<file path="src/tfd_pkg.sv">
// Purpose: Shared constants and types for the task file decoder.
// Assumes: 16-bit host data bus, 11 host address bits.
// Notes:   Offsets are the four-bit task file offsets seen by the host.
package tfd_pkg;

    localparam int        TFD_DW    = 16;
    localparam int        TFD_AW    = 11;
    localparam int        WIN_BIT   = 10;

    localparam logic [3:0] OFF_DATA_PORT   = 4'h0;
    localparam logic [3:0] OFF_FAULT_INFO  = 4'h1;
    localparam logic [3:0] OFF_BLOCK_COUNT = 4'h2;
    localparam logic [3:0] OFF_START_LOW   = 4'h3;
    localparam logic [3:0] OFF_START_MID   = 4'h4;
    localparam logic [3:0] OFF_START_HIGH  = 4'h5;
    localparam logic [3:0] OFF_UNIT_BITS   = 4'h6;
    localparam logic [3:0] OFF_STATE_FLAGS = 4'h7;
    localparam logic [3:0] OFF_EVEN_COPY   = 4'h8;
    localparam logic [3:0] OFF_ODD_COPY    = 4'h9;
    localparam logic [3:0] OFF_FAULT_COPY  = 4'hD;
    localparam logic [3:0] OFF_MIRROR      = 4'hE;
    localparam logic [3:0] OFF_UNIT_ADDR   = 4'hF;

    // Disk-interface control block sub-address of the mirror register
    localparam logic [2:0] CTL_SUB         = 3'h6;
    localparam logic [7:0] REG_RST         = 8'h00;

    typedef enum logic [2:0] {
        K_NONE,
        K_WORD,
        K_EVEN_LO,
        K_ODD_LO,
        K_ODD_HI,
        K_REG_LO,
        K_REG_HI
    } tfd_kind_t;

    typedef struct packed {
        logic [15:0] dout;
        logic [1:0]  doe;
        logic        act;
        logic [15:0] wbuf;
        logic [1:0]  wh;
        logic        push;
        logic [1:0]  rh;
        logic        pop;
        logic [7:0]  transfer_block_count;
        logic [7:0]  start_block_low;
        logic [7:0]  start_block_mid;
        logic [7:0]  start_block_high;
        logic [7:0]  unit_and_top_bits;
        logic [7:0]  option_select;
        logic [7:0]  op_issue;
        logic        op_valid;
        logic [7:0]  host_control;
        logic        ack_n;
    } tfd_state_t;

endpackage

</file>
<file path="src/tfd_stream_if.sv">
// Purpose: Valid/ready word stream between decoder and its buffers.
// Assumes: Single clock domain.
// Notes:   A word moves on a clock edge with valid and ready both high.
`timescale 1ns/1ps
interface tfd_stream_if #(parameter int W = 16);
    logic         valid;
    logic         ready;
    logic [W-1:0] data;
    modport src (output valid, output data, input ready);
    modport snk (input valid, input data, output ready);
endinterface
</file>
<file path="src/tfd_decoder.sv">
// Purpose: Task file address and byte-lane decoder with data FIFO port.
// Assumes: Host pins already synchronous to clk_i; one access per strobe.
// Notes:   Socket memory, socket I/O and disk-interface modes.
// Functional notes
// RL1 - Common memory window of 2K holds the task file; A9-A4 ignored.
// RL2 - A3-A0 select data, error, count, block, unit, status, mirror, address.
// RL3 - Word access at offset 0 uses D15-D0; byte pair gives even then odd.
// RL4 - Offset 0 with only high enable reaches error on read, option on write.
// RL5 - Offsets 8, 9, D duplicate 0 and 1; 9 then 8 gives odd then even.
// RL6 - Repeated byte or word accesses step through buffer bytes or words.
// RL7 - Host never repeats byte accesses to offset 9; it yields odd byte only.
// RL8 - Memory addresses 400h-7FFh map even to offset 8, odd to offset 9.
// RL9 - Whole 1K window is a sequential FIFO port; address picks no location.
// RL10 - Word at offset 8 gives even data low lane, odd data high lane.
// RL11 - Disk mode: task select decodes A2-A0; control select 110 is mirror.
// RL12 - Odd registers also at even address on D15-D8, except narrow I/O.
// RL13 - Disk mode width set by register; data 16-bit unless byte mode chosen.
// RL14 - Data register runs 8 bits during parts of long sector commands.
// RL15 - A 16-bit data register moves buffer blocks, overlapping error.
// RL16 - Socket word access at offset 1 goes to the word data register.
// RL17 - Duplicates at 8, 9, D take every access type the socket makes; the code ignores a high-byte-only access at D.
// RL18 - Odd data on D15-D8 at 8/9; error low at 1/D, high on D word.
// RL19 - Writes to reserved offset F change nothing.
`timescale 1ns/1ps
module tfd_decoder #(
    parameter int DATA_W = tfd_pkg::TFD_DW
) (
    input  wire logic        clk_i,
    input  wire logic        rst_n_i,
    input  wire logic        disk_mode_i,
    input  wire logic        io_mode_i,
    input  wire logic        common_sel_i,
    input  wire logic [10:0] addr_i,
    input  wire logic        low_byte_enable_n_i,
    input  wire logic        high_byte_enable_n_i,
    input  wire logic        mem_read_strobe_n_i,
    input  wire logic        mem_write_strobe_n_i,
    input  wire logic        io_read_strobe_n_i,
    input  wire logic        io_write_strobe_n_i,
    input  wire logic        task_file_select_n_i,
    input  wire logic        control_block_select_n_i,
    input  wire logic [15:0] data_i,
    output logic      [15:0] data_o,
    output logic      [1:0]  data_oe_o,
    output logic             wide_io_ack_n_o,
    input  wire logic        byte_mode_i,
    input  wire logic [7:0]  fault_info_i,
    input  wire logic [7:0]  state_flags_i,
    input  wire logic [7:0]  unit_address_i,
    input  wire logic        rd_valid_i,
    input  wire logic [15:0] rd_data_i,
    output logic             rd_ready_o,
    output logic             wr_valid_o,
    output logic      [15:0] wr_data_o,
    input  wire logic        wr_ready_i,
    output logic      [7:0]  transfer_block_count_o,
    output logic      [7:0]  start_block_low_o,
    output logic      [7:0]  start_block_mid_o,
    output logic      [7:0]  start_block_high_o,
    output logic      [7:0]  unit_and_top_bits_o,
    output logic      [7:0]  option_select_o,
    output logic      [7:0]  op_issue_o,
    output logic             op_valid_o,
    output logic      [7:0]  host_control_o
);
    if (DATA_W != tfd_pkg::TFD_DW) begin : g_chk
        $error("tfd_decoder: only a 16-bit host data bus is served");
    end

    tfd_pkg::tfd_state_t s;
    tfd_pkg::tfd_state_t next_s;
    tfd_pkg::tfd_kind_t  kind;

    logic [3:0] off;
    logic [3:0] roff;
    logic [7:0] regv;
    logic [1:0] hv;
    logic       io_cyc;
    logic       w;
    logic       bl;
    logic       bh;
    logic       rs;
    logic       ws;
    logic       sel;
    logic       is_dat;
    logic       start;

    tfd_stream_if #(.W(16)) rd_in_if ();
    tfd_stream_if #(.W(16)) rd_if ();
    tfd_stream_if #(.W(16)) wr_if ();
    tfd_stream_if #(.W(16)) wr_out_if ();

    // Read side: core feeds the buffer, host accesses drain it
    assign rd_in_if.valid = rd_valid_i;
    assign rd_in_if.data  = rd_data_i;
    assign rd_ready_o     = rd_in_if.ready;
    assign rd_if.ready    = s.pop;

    tfd_skid_buf #(.W(16)) u_rd_buf (
        .clk_i   (clk_i),
        .rst_n_i (rst_n_i),
        .up      (rd_in_if),
        .dn      (rd_if)
    );

    // Write side: assembled host words fill the buffer, core drains it
    assign wr_if.valid     = s.push;
    assign wr_if.data      = s.wbuf;
    assign wr_valid_o      = wr_out_if.valid;
    assign wr_data_o       = wr_out_if.data;
    assign wr_out_if.ready = wr_ready_i;

    tfd_skid_buf #(.W(16)) u_wr_buf (
        .clk_i   (clk_i),
        .rst_n_i (rst_n_i),
        .up      (wr_if),
        .dn      (wr_out_if)
    );

    assign data_o                 = s.dout;
    assign data_oe_o              = s.doe;
    assign wide_io_ack_n_o        = s.ack_n;
    assign transfer_block_count_o = s.transfer_block_count;
    assign start_block_low_o      = s.start_block_low;
    assign start_block_mid_o      = s.start_block_mid;
    assign start_block_high_o     = s.start_block_high;
    assign unit_and_top_bits_o    = s.unit_and_top_bits;
    assign option_select_o        = s.option_select;
    assign op_issue_o             = s.op_issue;
    assign op_valid_o             = s.op_valid;
    assign host_control_o         = s.host_control;

    always_comb begin
        next_s          = s;
        next_s.push     = 1'b0;
        next_s.pop      = 1'b0;
        next_s.op_valid = 1'b0;
        kind   = tfd_pkg::K_NONE;
        io_cyc = !disk_mode_i && io_mode_i;
        w      = !low_byte_enable_n_i && !high_byte_enable_n_i;
        bl     = !low_byte_enable_n_i && high_byte_enable_n_i;
        bh     = low_byte_enable_n_i && !high_byte_enable_n_i;
        if (disk_mode_i || io_mode_i) begin
            rs = !io_read_strobe_n_i;
            ws = !io_write_strobe_n_i;
        end else begin
            rs = !mem_read_strobe_n_i;
            ws = !mem_write_strobe_n_i;
        end
        if (disk_mode_i) begin
            // see RL11
            sel = (!task_file_select_n_i && control_block_select_n_i) ||
                  (!control_block_select_n_i && task_file_select_n_i &&
                   addr_i[2:0] == tfd_pkg::CTL_SUB);
            off = !task_file_select_n_i ? {1'b0, addr_i[2:0]}
                                        : tfd_pkg::OFF_MIRROR;
        end else if (io_mode_i) begin
            sel = 1'b1;
            off = addr_i[3:0];
        end else begin
            // Upper half is one FIFO port; only A0 survives, see RL8 RL9
            sel = common_sel_i;
            off = addr_i[tfd_pkg::WIN_BIT]
                ? (tfd_pkg::OFF_EVEN_COPY | {3'h0, addr_i[0]})
                : addr_i[3:0]; // see RL1
        end
        roff   = off;
        hv     = rs ? s.rh : s.wh;
        is_dat = off == tfd_pkg::OFF_DATA_PORT ||
                 off == tfd_pkg::OFF_EVEN_COPY ||
                 off == tfd_pkg::OFF_ODD_COPY;

        if (disk_mode_i) begin
            if (off == tfd_pkg::OFF_DATA_PORT) begin
                // Byte mode alternates even/odd on the low lane, see RL13 RL14
                kind = byte_mode_i ? (hv[0] ? tfd_pkg::K_ODD_LO
                                            : tfd_pkg::K_EVEN_LO)
                                   : tfd_pkg::K_WORD;
            end else begin
                kind = tfd_pkg::K_REG_LO;
            end
        end else if (w && (is_dat || off == tfd_pkg::OFF_FAULT_INFO)) begin
            kind = tfd_pkg::K_WORD; // see RL3 RL15 RL16 RL17
        end else if (w && off == tfd_pkg::OFF_FAULT_COPY) begin
            kind = tfd_pkg::K_REG_HI; // see RL18
            roff = tfd_pkg::OFF_FAULT_INFO;
        end else if (bl && (off == tfd_pkg::OFF_DATA_PORT ||
                            off == tfd_pkg::OFF_EVEN_COPY)) begin
            // Second byte of a pair takes the odd half, see RL3 RL6
            kind = hv[0] ? tfd_pkg::K_ODD_LO
                         : tfd_pkg::K_EVEN_LO; // see RL5
        end else if (bl && off == tfd_pkg::OFF_ODD_COPY) begin
            kind = tfd_pkg::K_ODD_LO; // see RL5 RL7
        end else if (bh && (off == tfd_pkg::OFF_EVEN_COPY ||
                            off == tfd_pkg::OFF_ODD_COPY)) begin
            kind = tfd_pkg::K_ODD_HI; // see RL18
        end else if (bl && off == tfd_pkg::OFF_FAULT_COPY) begin
            kind = tfd_pkg::K_REG_LO; // see RL18
            roff = tfd_pkg::OFF_FAULT_INFO;
        end else if (bh && !off[0] &&
                     (off < tfd_pkg::OFF_EVEN_COPY ||
                      off == tfd_pkg::OFF_MIRROR) &&
                     (off == tfd_pkg::OFF_DATA_PORT || !io_cyc)) begin
            // Odd register at even address on the high lane, see RL4 RL12
            kind = tfd_pkg::K_REG_HI;
            roff = off | 4'h1;
        end else if ((bl || w) && (off < tfd_pkg::OFF_EVEN_COPY ||
                                   off >= tfd_pkg::OFF_MIRROR)) begin
            kind = tfd_pkg::K_REG_LO; // see RL2
        end

        if (roff == tfd_pkg::OFF_FAULT_INFO) begin
            regv = fault_info_i;
        end else if (roff == tfd_pkg::OFF_BLOCK_COUNT) begin
            regv = s.transfer_block_count;
        end else if (roff == tfd_pkg::OFF_START_LOW) begin
            regv = s.start_block_low;
        end else if (roff == tfd_pkg::OFF_START_MID) begin
            regv = s.start_block_mid;
        end else if (roff == tfd_pkg::OFF_START_HIGH) begin
            regv = s.start_block_high;
        end else if (roff == tfd_pkg::OFF_UNIT_BITS) begin
            regv = s.unit_and_top_bits;
        end else if (roff == tfd_pkg::OFF_STATE_FLAGS ||
                     roff == tfd_pkg::OFF_MIRROR) begin
            regv = state_flags_i;
        end else if (roff == tfd_pkg::OFF_UNIT_ADDR) begin
            regv = unit_address_i;
        end else begin
            regv = 8'h00;
        end

        start       = sel && (rs || ws) && !s.act &&
                      kind != tfd_pkg::K_NONE;
        next_s.act  = rs || ws;
        next_s.ack_n = !(io_cyc && is_dat);
        if (!rs) begin
            next_s.doe = 2'b00;
        end

        if (start && rs) begin
            next_s.dout = 16'h0000;
            case (kind)
                tfd_pkg::K_WORD: begin
                    next_s.doe = 2'b11;
                    if (rd_if.valid) begin
                        next_s.dout = rd_if.data; // see RL10
                        next_s.rh   = 2'b11;
                    end
                end
                tfd_pkg::K_EVEN_LO: begin
                    next_s.doe = 2'b01;
                    if (rd_if.valid) begin
                        next_s.dout  = {8'h00, rd_if.data[7:0]};
                        next_s.rh[0] = 1'b1;
                    end
                end
                tfd_pkg::K_ODD_LO: begin
                    next_s.doe = 2'b01;
                    if (rd_if.valid) begin
                        next_s.dout  = {8'h00, rd_if.data[15:8]};
                        next_s.rh[1] = 1'b1;
                    end
                end
                tfd_pkg::K_ODD_HI: begin
                    next_s.doe = 2'b10;
                    if (rd_if.valid) begin
                        next_s.dout  = {rd_if.data[15:8], 8'h00};
                        next_s.rh[1] = 1'b1;
                    end
                end
                tfd_pkg::K_REG_LO: begin
                    next_s.doe  = 2'b01;
                    next_s.dout = {8'h00, regv};
                end
                tfd_pkg::K_REG_HI: begin
                    next_s.doe  = 2'b10;
                    next_s.dout = {regv, 8'h00};
                end
                default: begin
                    next_s.doe = 2'b00;
                end
            endcase
            // Word leaves the buffer once both halves were read, see RL6
            if (&next_s.rh) begin
                next_s.pop = 1'b1;
                next_s.rh  = 2'b00;
            end
        end

        if (start && ws) begin
            case (kind)
                tfd_pkg::K_WORD: begin
                    next_s.wbuf = data_i;
                    next_s.wh   = 2'b11;
                end
                tfd_pkg::K_EVEN_LO: begin
                    next_s.wbuf[7:0] = data_i[7:0];
                    next_s.wh[0]     = 1'b1;
                end
                tfd_pkg::K_ODD_LO: begin
                    next_s.wbuf[15:8] = data_i[7:0];
                    next_s.wh[1]      = 1'b1;
                end
                tfd_pkg::K_ODD_HI: begin
                    next_s.wbuf[15:8] = data_i[15:8];
                    next_s.wh[1]      = 1'b1;
                end
                default: begin
                    next_s.wh = s.wh;
                end
            endcase
            if (kind == tfd_pkg::K_REG_LO || kind == tfd_pkg::K_REG_HI) begin
                if (roff == tfd_pkg::OFF_FAULT_INFO) begin
                    next_s.option_select = kind == tfd_pkg::K_REG_HI
                                         ? data_i[15:8] : data_i[7:0];
                end else if (roff == tfd_pkg::OFF_BLOCK_COUNT) begin
                    next_s.transfer_block_count = kind == tfd_pkg::K_REG_HI
                                                ? data_i[15:8] : data_i[7:0];
                end else if (roff == tfd_pkg::OFF_START_LOW) begin
                    next_s.start_block_low = kind == tfd_pkg::K_REG_HI
                                           ? data_i[15:8] : data_i[7:0];
                end else if (roff == tfd_pkg::OFF_START_MID) begin
                    next_s.start_block_mid = data_i[7:0];
                end else if (roff == tfd_pkg::OFF_START_HIGH) begin
                    next_s.start_block_high = kind == tfd_pkg::K_REG_HI
                                            ? data_i[15:8] : data_i[7:0];
                end else if (roff == tfd_pkg::OFF_UNIT_BITS) begin
                    next_s.unit_and_top_bits = data_i[7:0];
                end else if (roff == tfd_pkg::OFF_STATE_FLAGS) begin
                    next_s.op_issue = kind == tfd_pkg::K_REG_HI
                                    ? data_i[15:8] : data_i[7:0];
                    next_s.op_valid = 1'b1;
                end else if (roff == tfd_pkg::OFF_MIRROR) begin
                    next_s.host_control = data_i[7:0];
                end
                // Reserved address offset swallows the write, see RL19
            end
        end

        // Push waits for buffer space, so a stalled core loses no word
        if (&next_s.wh && wr_if.ready && !s.push) begin
            next_s.push = 1'b1;
            next_s.wh   = 2'b00;
        end
    end

    always_ff @(posedge clk_i) begin
        if (!rst_n_i) begin
            s       <= '0;
            s.ack_n <= 1'b1;
        end else begin
            s <= next_s;
        end
    end
endmodule

</file>
<file path="src/tfd_skid_buf.sv">
// Purpose: Two-entry buffer on a word stream, all outputs registered.
// Assumes: Synchronous active-low reset.
// Notes:   Second entry catches the word in flight when the sink stalls.
`timescale 1ns/1ps
module tfd_skid_buf #(
    parameter int W = 16
) (
    input  wire logic   clk_i,
    input  wire logic   rst_n_i,
    tfd_stream_if.snk   up,
    tfd_stream_if.src   dn
);
    typedef struct packed {
        logic [W-1:0] out_data;
        logic         out_valid;
        logic [W-1:0] skid_data;
        logic         skid_valid;
        logic         in_ready;
    } tfd_buf_t;

    tfd_buf_t s;
    tfd_buf_t next_s;

    if (W < 1) begin : g_chk
        $error("tfd_skid_buf: width must be at least one");
    end

    assign up.ready = s.in_ready;
    assign dn.valid = s.out_valid;
    assign dn.data  = s.out_data;

    always_comb begin
        next_s = s;
        if (dn.ready || !s.out_valid) begin
            if (s.skid_valid) begin
                next_s.out_data   = s.skid_data;
                next_s.out_valid  = 1'b1;
                next_s.skid_valid = 1'b0;
            end else begin
                next_s.out_data  = up.data;
                next_s.out_valid = up.valid;
            end
        end else if (up.valid && !s.skid_valid) begin
            next_s.skid_data  = up.data;
            next_s.skid_valid = 1'b1;
        end
        next_s.in_ready = !next_s.skid_valid;
    end

    always_ff @(posedge clk_i) begin
        if (!rst_n_i) begin
            s          <= '0;
            s.in_ready <= 1'b1;
        end else begin
            s <= next_s;
        end
    end
endmodule

</file>
<file path="config.mk">
export PLATFORM = sky130hd
export DESIGN_NAME = tfd_decoder
export DESIGN_NICKNAME = d
export VERILOG_FILES = /design/src/tfd_pkg.sv /design/src/tfd_stream_if.sv /design/src/tfd_decoder.sv /design/src/tfd_skid_buf.sv
export SDC_FILE = /design/constraint.sdc
export NUM_CORES = 1
export LEC_CHECK = 0
export BUFFER_PORTS_ARGS = -buffer_cell sky130_fd_sc_hd__buf_2
export CAP_MARGIN = 20
export CORE_MARGIN = 4
export CORE_UTILIZATION = 34
export DETAILED_ROUTE_END_ITERATION = 12
export PLACE_DENSITY = 0.58
export SETUP_SLACK_MARGIN = 0.15
export SLEW_MARGIN = 25
export SYNTH_ARGS = -nofsm -noshare
export SYNTH_HDL_FRONTEND = slang
export SYNTH_SLANG_ARGS = --single-unit
</file>
<file path="constraint.sdc">
create_clock -name clk_i -period 6.75 [get_ports clk_i]
set_input_delay 0 -clock clk_i [delete_from_list [all_inputs] [get_ports clk_i]]
set_output_delay 0 -clock clk_i [all_outputs]
set_load 0.05 [all_outputs]
</file>
==> metrics.yaml, run 1 <==
status:
  status: "completed"
sta:
  period_needed_ns: 3.716
  setup_violations: 0
  fin_skew_ns: 0.01334
  final_hold_viol_count: 0
  drv_slew: 0
  relSlewSlack_pct: 31.15
  tightest_slew_ns: 1.026
  fmax_mhz: 269.1
  rsz0062_at_grt: "false"
  tns_ns: 0
  setup_ws_ns: 3.034
  period_share_pct: 55.05
setup_path:
  crit_fanout: 18
  r2r_slack_ns: 3.78
  worstSetupEndpoint: "wr_if.data[12]"
  start_kind: "input port"
  crit_arrival_ns: 4.09
  regToRegStartpoint: "s[88]"
  reg2regPathDepth: 6
  crit_start: "mem_write_strobe_n_i"
  rr_endpoint: "wr_if.data[12]"
  timing_worst_setup_path_type: "input port to register"
  cp-end-kind: "register"
  crit_required_ns: 7.12
synthesis:
  yosysTopAreaCellShare_pct: 39.38
  ys_warn_count: 0
  synth_area_leaders: "dfxtp_1, mux2i_1, buf_4"
  synth_ff_type: "dfxtp_1"
  yosysTopAreaCell: "dfxtp_1"
  avgSynthCellArea_um2: 8.449
  ys_seq_elements: 177
  syn_nets: 1148
  ys_seq_area_share_pct: 39.38
  async_flop_share_pct: 0
  synthesis.area_mm2: 0.008999
  synth_edf_count: 0
  syn_inst: 1065
  yosysUniqueCellTypes: 72
detailed_routing:
  drtIter0Drc: 633
  ant_nets: 0
  via_per_inst: 5.320
  drc_errors: 0
  drt_wl_total_um: 27680
  via_count: 7943
  wl_per_cell_um: 18.54
  dr.pass1.iters: 6
grt:
  grt_overflow: 0
  grt.total_usage_pct: 18.59
  grt_pass1_wl_um: 42420
  grt_pass1_vias: 7376
  grt_start_max_net_pins: 83
  grt_antenna_before_repair: 0
final_layout:
  fillers: 2631
  fin_cells: 1493
  final_nets: 1228
  antennaDiodeCount: 0
  register_area_mm2: 0.003543
  drive_gt1_share_pct: 21.76
  area_delta_synth_final_pct: 14.86
  layout_common_cells: "dfxtp_1, buf_2, nand2_1, mux2i_1, nor2_1"
  final_core_util_pct: 39.66
  multiInputGateArea_mm2: 0.004380
placed_design:
  gp_congestion: 0.8862
  pre_cts_slack_ns: 3.428
  dpl.hpwl_um: 20400
  port_buffers: 178
  dp_cells: 1417
clock_network:
  clockRootBuffer: "clkbuf_16"
  numCtsBuffers: 17
  clk_pin_slew_ns: 0.07
  cts_tree: "built"
  cts_resized: 0
  clockBufferDepth: 2
  post_cts_buffers: 0
  h-tree-depth: 4
  insertion_delay_ns: 0.43
  cts_sinks: 177
  cts_hold_buf: 44
power:
  ir_worst_vdd_uv: 108.7
  p_leak_nw: 4.269
  powerDensity_mw_per_mm2: 233.5
die:
  core.rowCount: 59
  die_w_um: 170.7
  die_area_mm2: 0.02913
  coreArea_mm2: 0.02606
  initial_utilization_pct: 34.53
  ios: 185
  die_h_um: 170.7
flow_run:
  max_cap_violations: 0
hold_path:
  min_path_type: "input port to register"
==> worst max-delay path: stages <==
cell and delay (ns):
dlygate4sd3_1 0.55, buf_2 0.13, nand2_1 0.05, dlygate4sd3_1 0.54, mux2i_1 0.09, a2111oi_1 0.62
nand3_1 0.48, nor2b_2 0.66, o21ai_0 0.15, a31oi_1 0.20, dlygate4sd3_1 0.59
==> report_power, final <==
group,total [mW],internal (mW),switching [mW]
combinational,0.330,0.111,0.219
sequential,1.10,1.07,0.0248
clock,0.985,0.527,0.458
total,2.41,1.71,0.702
==> registers in the layout, indices dropped and copies added (netlist names), 16 cells and up <==
register          flops
u_wr_buf.dn.data     16
data_o               16
u_wr_buf.s           17
wr_if.data           16
u_rd_buf.dn.data     16
u_rd_buf.s           17
==> how the worst min path moves through the flow <==
| stage | from | end | cells after the start |
|---|---|---|---|
| floorplan | rd_data_i[8] | u_rd_buf.s[10] | 2 |
| global route | io_mode_i | wide_io_ack_n_o | 3 |
| detailed placement | rd_data_i[8] | u_rd_buf.s[10] | 3 |
| global placement | rd_data_i[3] | u_rd_buf.s[5] | 3 |
| CTS | io_mode_i | wide_io_ack_n_o | 3 |
| finish | io_mode_i | wide_io_ack_n_o | 3 |
==> cells by family (layout without fill, tap and decap cells) <==
logic type | count (synthesis) | in the layout | share of synthesized area (%)
multiplexers | 98 | 98 | 11.07
AO/OA/AOI/OAI | 268 | 268 | 20.15
buffers and inverters | 178 | 271 | 12.17
AND/OR/NAND/NOR | 344 | 344 | 17.24
flip-flops | 177 | 177 | 39.38
==> through the flow <==
step	hold slack (ns)	power (mW)	cell area, µm²
6_report	0.04240	2.413	10340
2_1_floorplan	0.1360	1.341	8999
3_3_place_gp	0.2546	1.425	9313
5_1_grt	0.06215	2.499	10340
3_5_place_dp	0.2583	1.428	9324
4_1_cts	0.02418	2.427	10330
==> cell usage after synthesis, types with 8 or more instances <==
master and number:
a211oi_1 34, a21o_1 8, a21oi_1 64, a31oi_1 14, buf_2 14, buf_4 101, clkbuf_1 43, dfxtp_1 177
inv_1 10, mux2_2 8, mux2i_1 89, nand2_1 174, nand2b_1 9, nand3_1 36, nor2_1 70, nor2b_1 14
nor3_1 8, o21ai_0 46, o21ai_1 17
==> layout make-up <==
cell class | instances | share of cell area [%]
Clock buffer | 19 | 4.285
Clock inverter | 13 | 1.223
Multi-Input combinational cell | 710 | 42.38
Inverter | 10 | 0.3632
Timing Repair Buffer | 229 | 13.41
Sequential cell | 177 | 34.28
Tap cell | 335 | 4.055
==> per-layer routing <==
metal	wire (µm)	part of all wire (%)	track usage (%)	up-vias
li1	-	-	-	3844
met1	12740	46	26.11	3751
met2	11990	43	28.01	307
met3	2139	7.7	4.251	41
met4	798	2.9	6.667	0
met5	0	0	0	-
(Power assumes the default switching activity.)
==> run 2: changes to the inputs <==
==> constraint.sdc (replaced) <==
create_clock -name clk_i -period 3.5 [get_ports clk_i]
set_input_delay 0 -clock clk_i [delete_from_list [all_inputs] [get_ports clk_i]]
set_output_delay 0 -clock clk_i [all_outputs]
set_load 0.05 [all_outputs]
==> run 2 against run 1 <==
Compared with the run above: first-iteration DRC count is 11% higher; die area unchanged; highest routed layer unchanged; worst hold slack improved by 0.0033 ns; sequential power rose by 93%; global-route usage shrank 0.056 points; critical endpoint unchanged; power up 92%.
==> metrics.yaml, run 2 (same netlist as run 1, synthesis figures left out) <==
status:
  status: "completed"
sta:
  drv_slew: 0  # unchanged
  relSlewSlack_pct: 31.82  # +0.67 points
  rsz0062_at_grt: "false"
  setup_violations: 0  # unchanged
  period_needed_ns: 3.062
  hold_ws_ns: 0.04571  # +0.003313 ns
  period_share_pct: 87.47
  final_hold_viol_count: 0  # unchanged
  tightest_slew_ns: 1.021  # -0.004527 ns
  fmax_mhz: 326.6
  tns_ns: 0  # unchanged
  fin_skew_ns: 0.01596  # +0.002618 ns
clock_network:
  numCtsBuffers: 17  # unchanged
  clockBufferDepth: 2  # unchanged
  cts_tree: "built"
  h-tree-depth: 4  # unchanged
  insertion_delay_ns: 0.43  # about the same
  cts_sinks: 177  # unchanged
  clk_pin_slew_ns: 0.07  # about the same
  post_cts_buffers: 0  # unchanged
  clockRootBuffer: "clkbuf_16"
grt:
  grt_pass1_wl_um: 42450  # about the same
  grt_start_max_net_pins: 68  # -18%
  grt_pass1_vias: 7262  # -1.5%
  grt_overflow: 0  # unchanged
  grt_antenna_before_repair: 0  # unchanged
  grt.total_usage_pct: 18.53  # -0.056 points
final_layout:
  fillers: 2675  # +1.7%
  drive_gt1_share_pct: 22.39  # +0.63 points
  antennaDiodeCount: 0  # unchanged
  final_nets: 1240  # +0.98%
  layout_common_cells: "dfxtp_1, buf_2, nand2_1, mux2i_1, nor2_1"
  reg_top3: "u_rd_buf.s (17), u_wr_buf.s (17)"
  area_delta_synth_final_pct: 15.77
placed_design:
  gp_congestion: 0.8864  # about the same
  port_buffers: 178  # unchanged
  dpl.hpwl_um: 20520  # +0.58%
flow_run:
  max_cap_violations: 0  # unchanged
power:
  ir_worst_vdd_uv: 224.0  # +110%
  powerDensity_mw_per_mm2: 444.7  # +90%
  p_leak_nw: 4.324  # +1.3%
detailed_routing:
  dr.pass1.iters: 6  # unchanged
  drc_errors: 0  # unchanged
  ant_nets: 0  # unchanged
  wl_per_cell_um: 18.56  # +0.15%
  via_count: 7948  # +0.063%
  drt_wl_total_um: 27940  # +0.95%
  via_per_inst: 5.281  # -0.73%
  drtIter0Drc: 703  # +11%
setup_path:
  cp-end-kind: "register"
  crit_fanout: 18  # unchanged
  crit_arrival_ns: 3.43  # -0.66 ns
  crit_required_ns: 3.87  # -3.25 ns
  start_kind: "input port"
  timing_worst_setup_path_type: "input port to register"
die:
  core.rowCount: 59  # unchanged
  ios: 185  # unchanged
  die_h_um: 170.7  # unchanged
  die_w_um: 170.7  # unchanged
  die_area_mm2: 0.02913  # unchanged
  initial_utilization_pct: 34.53  # unchanged
  coreArea_mm2: 0.02606  # unchanged
hold_path:
  min_path_type: "input port to register"
-- run 2: changes by cell type in the layout (fill, tap and decap cells not counted), moves of 2 or more --
cell      change
buf_4        +12
nor2b_2       -2
clkbuf_1      +2
nor2b_1       +2
inv_6         -2
-- run 2: what timing repair did --
action | CTS | global route
hold buffers | 44 | 0
resized for setup | 0 | 2
hold endpoints to repair | 69 | 0
setup endpoints to repair | 0 | 29
-- run 2: layout make-up --
type,count,area (µm²),area share (%)
Timing Repair Buffer,241,1476,14.17
Multi-Input combinational cell,710,4377,42.01
Sequential cell,177,3543,34.01
Inverter,10,37.54,0.3603
Clock buffer,22,464.2,4.456
Clock inverter,10,100.1,0.9608
Tap cell,335,419.2,4.024
-- run 2: through the flow --
| step | area [µm²] | instances | setup slack [ns] | total power [mW] | utilization [%] |
|---|---|---|---|---|---|
| final | 10420 | 1505 | 0.4384 | 4.633 | 39.98 |
| after global routing | 10420 | 1505 | 0.2442 | 4.818 | 39.98 |
| after CTS | 10410 | 1505 | 0.2249 | 4.659 | 39.94 |
| after detailed placement | 9403 | 1429 | 0.4285 | 2.766 | 36.08 |
| after global placement | 9403 | 1429 | 0.4705 | 2.763 | 36.08 |
| after floorplan | 8999 | 1065 | 1.190 | 2.585 | - |
-- run 2: critical path, stage by stage --
cell and delay [ns]:
dlygate4sd3_1 0.55, buf_2 0.13, nand2_1 0.05, dlygate4sd3_1 0.54
mux2i_1 0.10, a2111oi_2 0.51, nand3_2 0.29, nor2b_1 0.18
buf_4 0.23, o21ai_0 0.12, a31oi_1 0.17, dlygate4sd3_1 0.56
-- run 2: path summary, 6_finish.rpt --
path / start / end / slack [ns] / cells past startpoint
setup / recovery: io_write_strobe_n_i / wr_if.data[12] / 0.44 / 12
hold / removal: io_mode_i / wide_io_ack_n_o / 0.05 / 3
setup reg to reg: s[70] / wr_if.data[12] / 1.13 / 8
hold reg to reg: u_rd_buf.s[12] / u_rd_buf.s[12] / 0.45 / 2
-- run 2: power by group --
group	total [mW]	internal [mW]	switching, mW
Sequential	2.12	2.07	0.0472
Combinational	0.651	0.225	0.427
Clock	1.86	1.03	0.836
Total	4.63	3.32	1.31
-- run 2: routing by layer --
metal	wire length, µm	global-route usage [%]
met2	12500	28.82
met1	12980	26.37
met3	2068	3.974
met4	392	4.375
met5	0	0
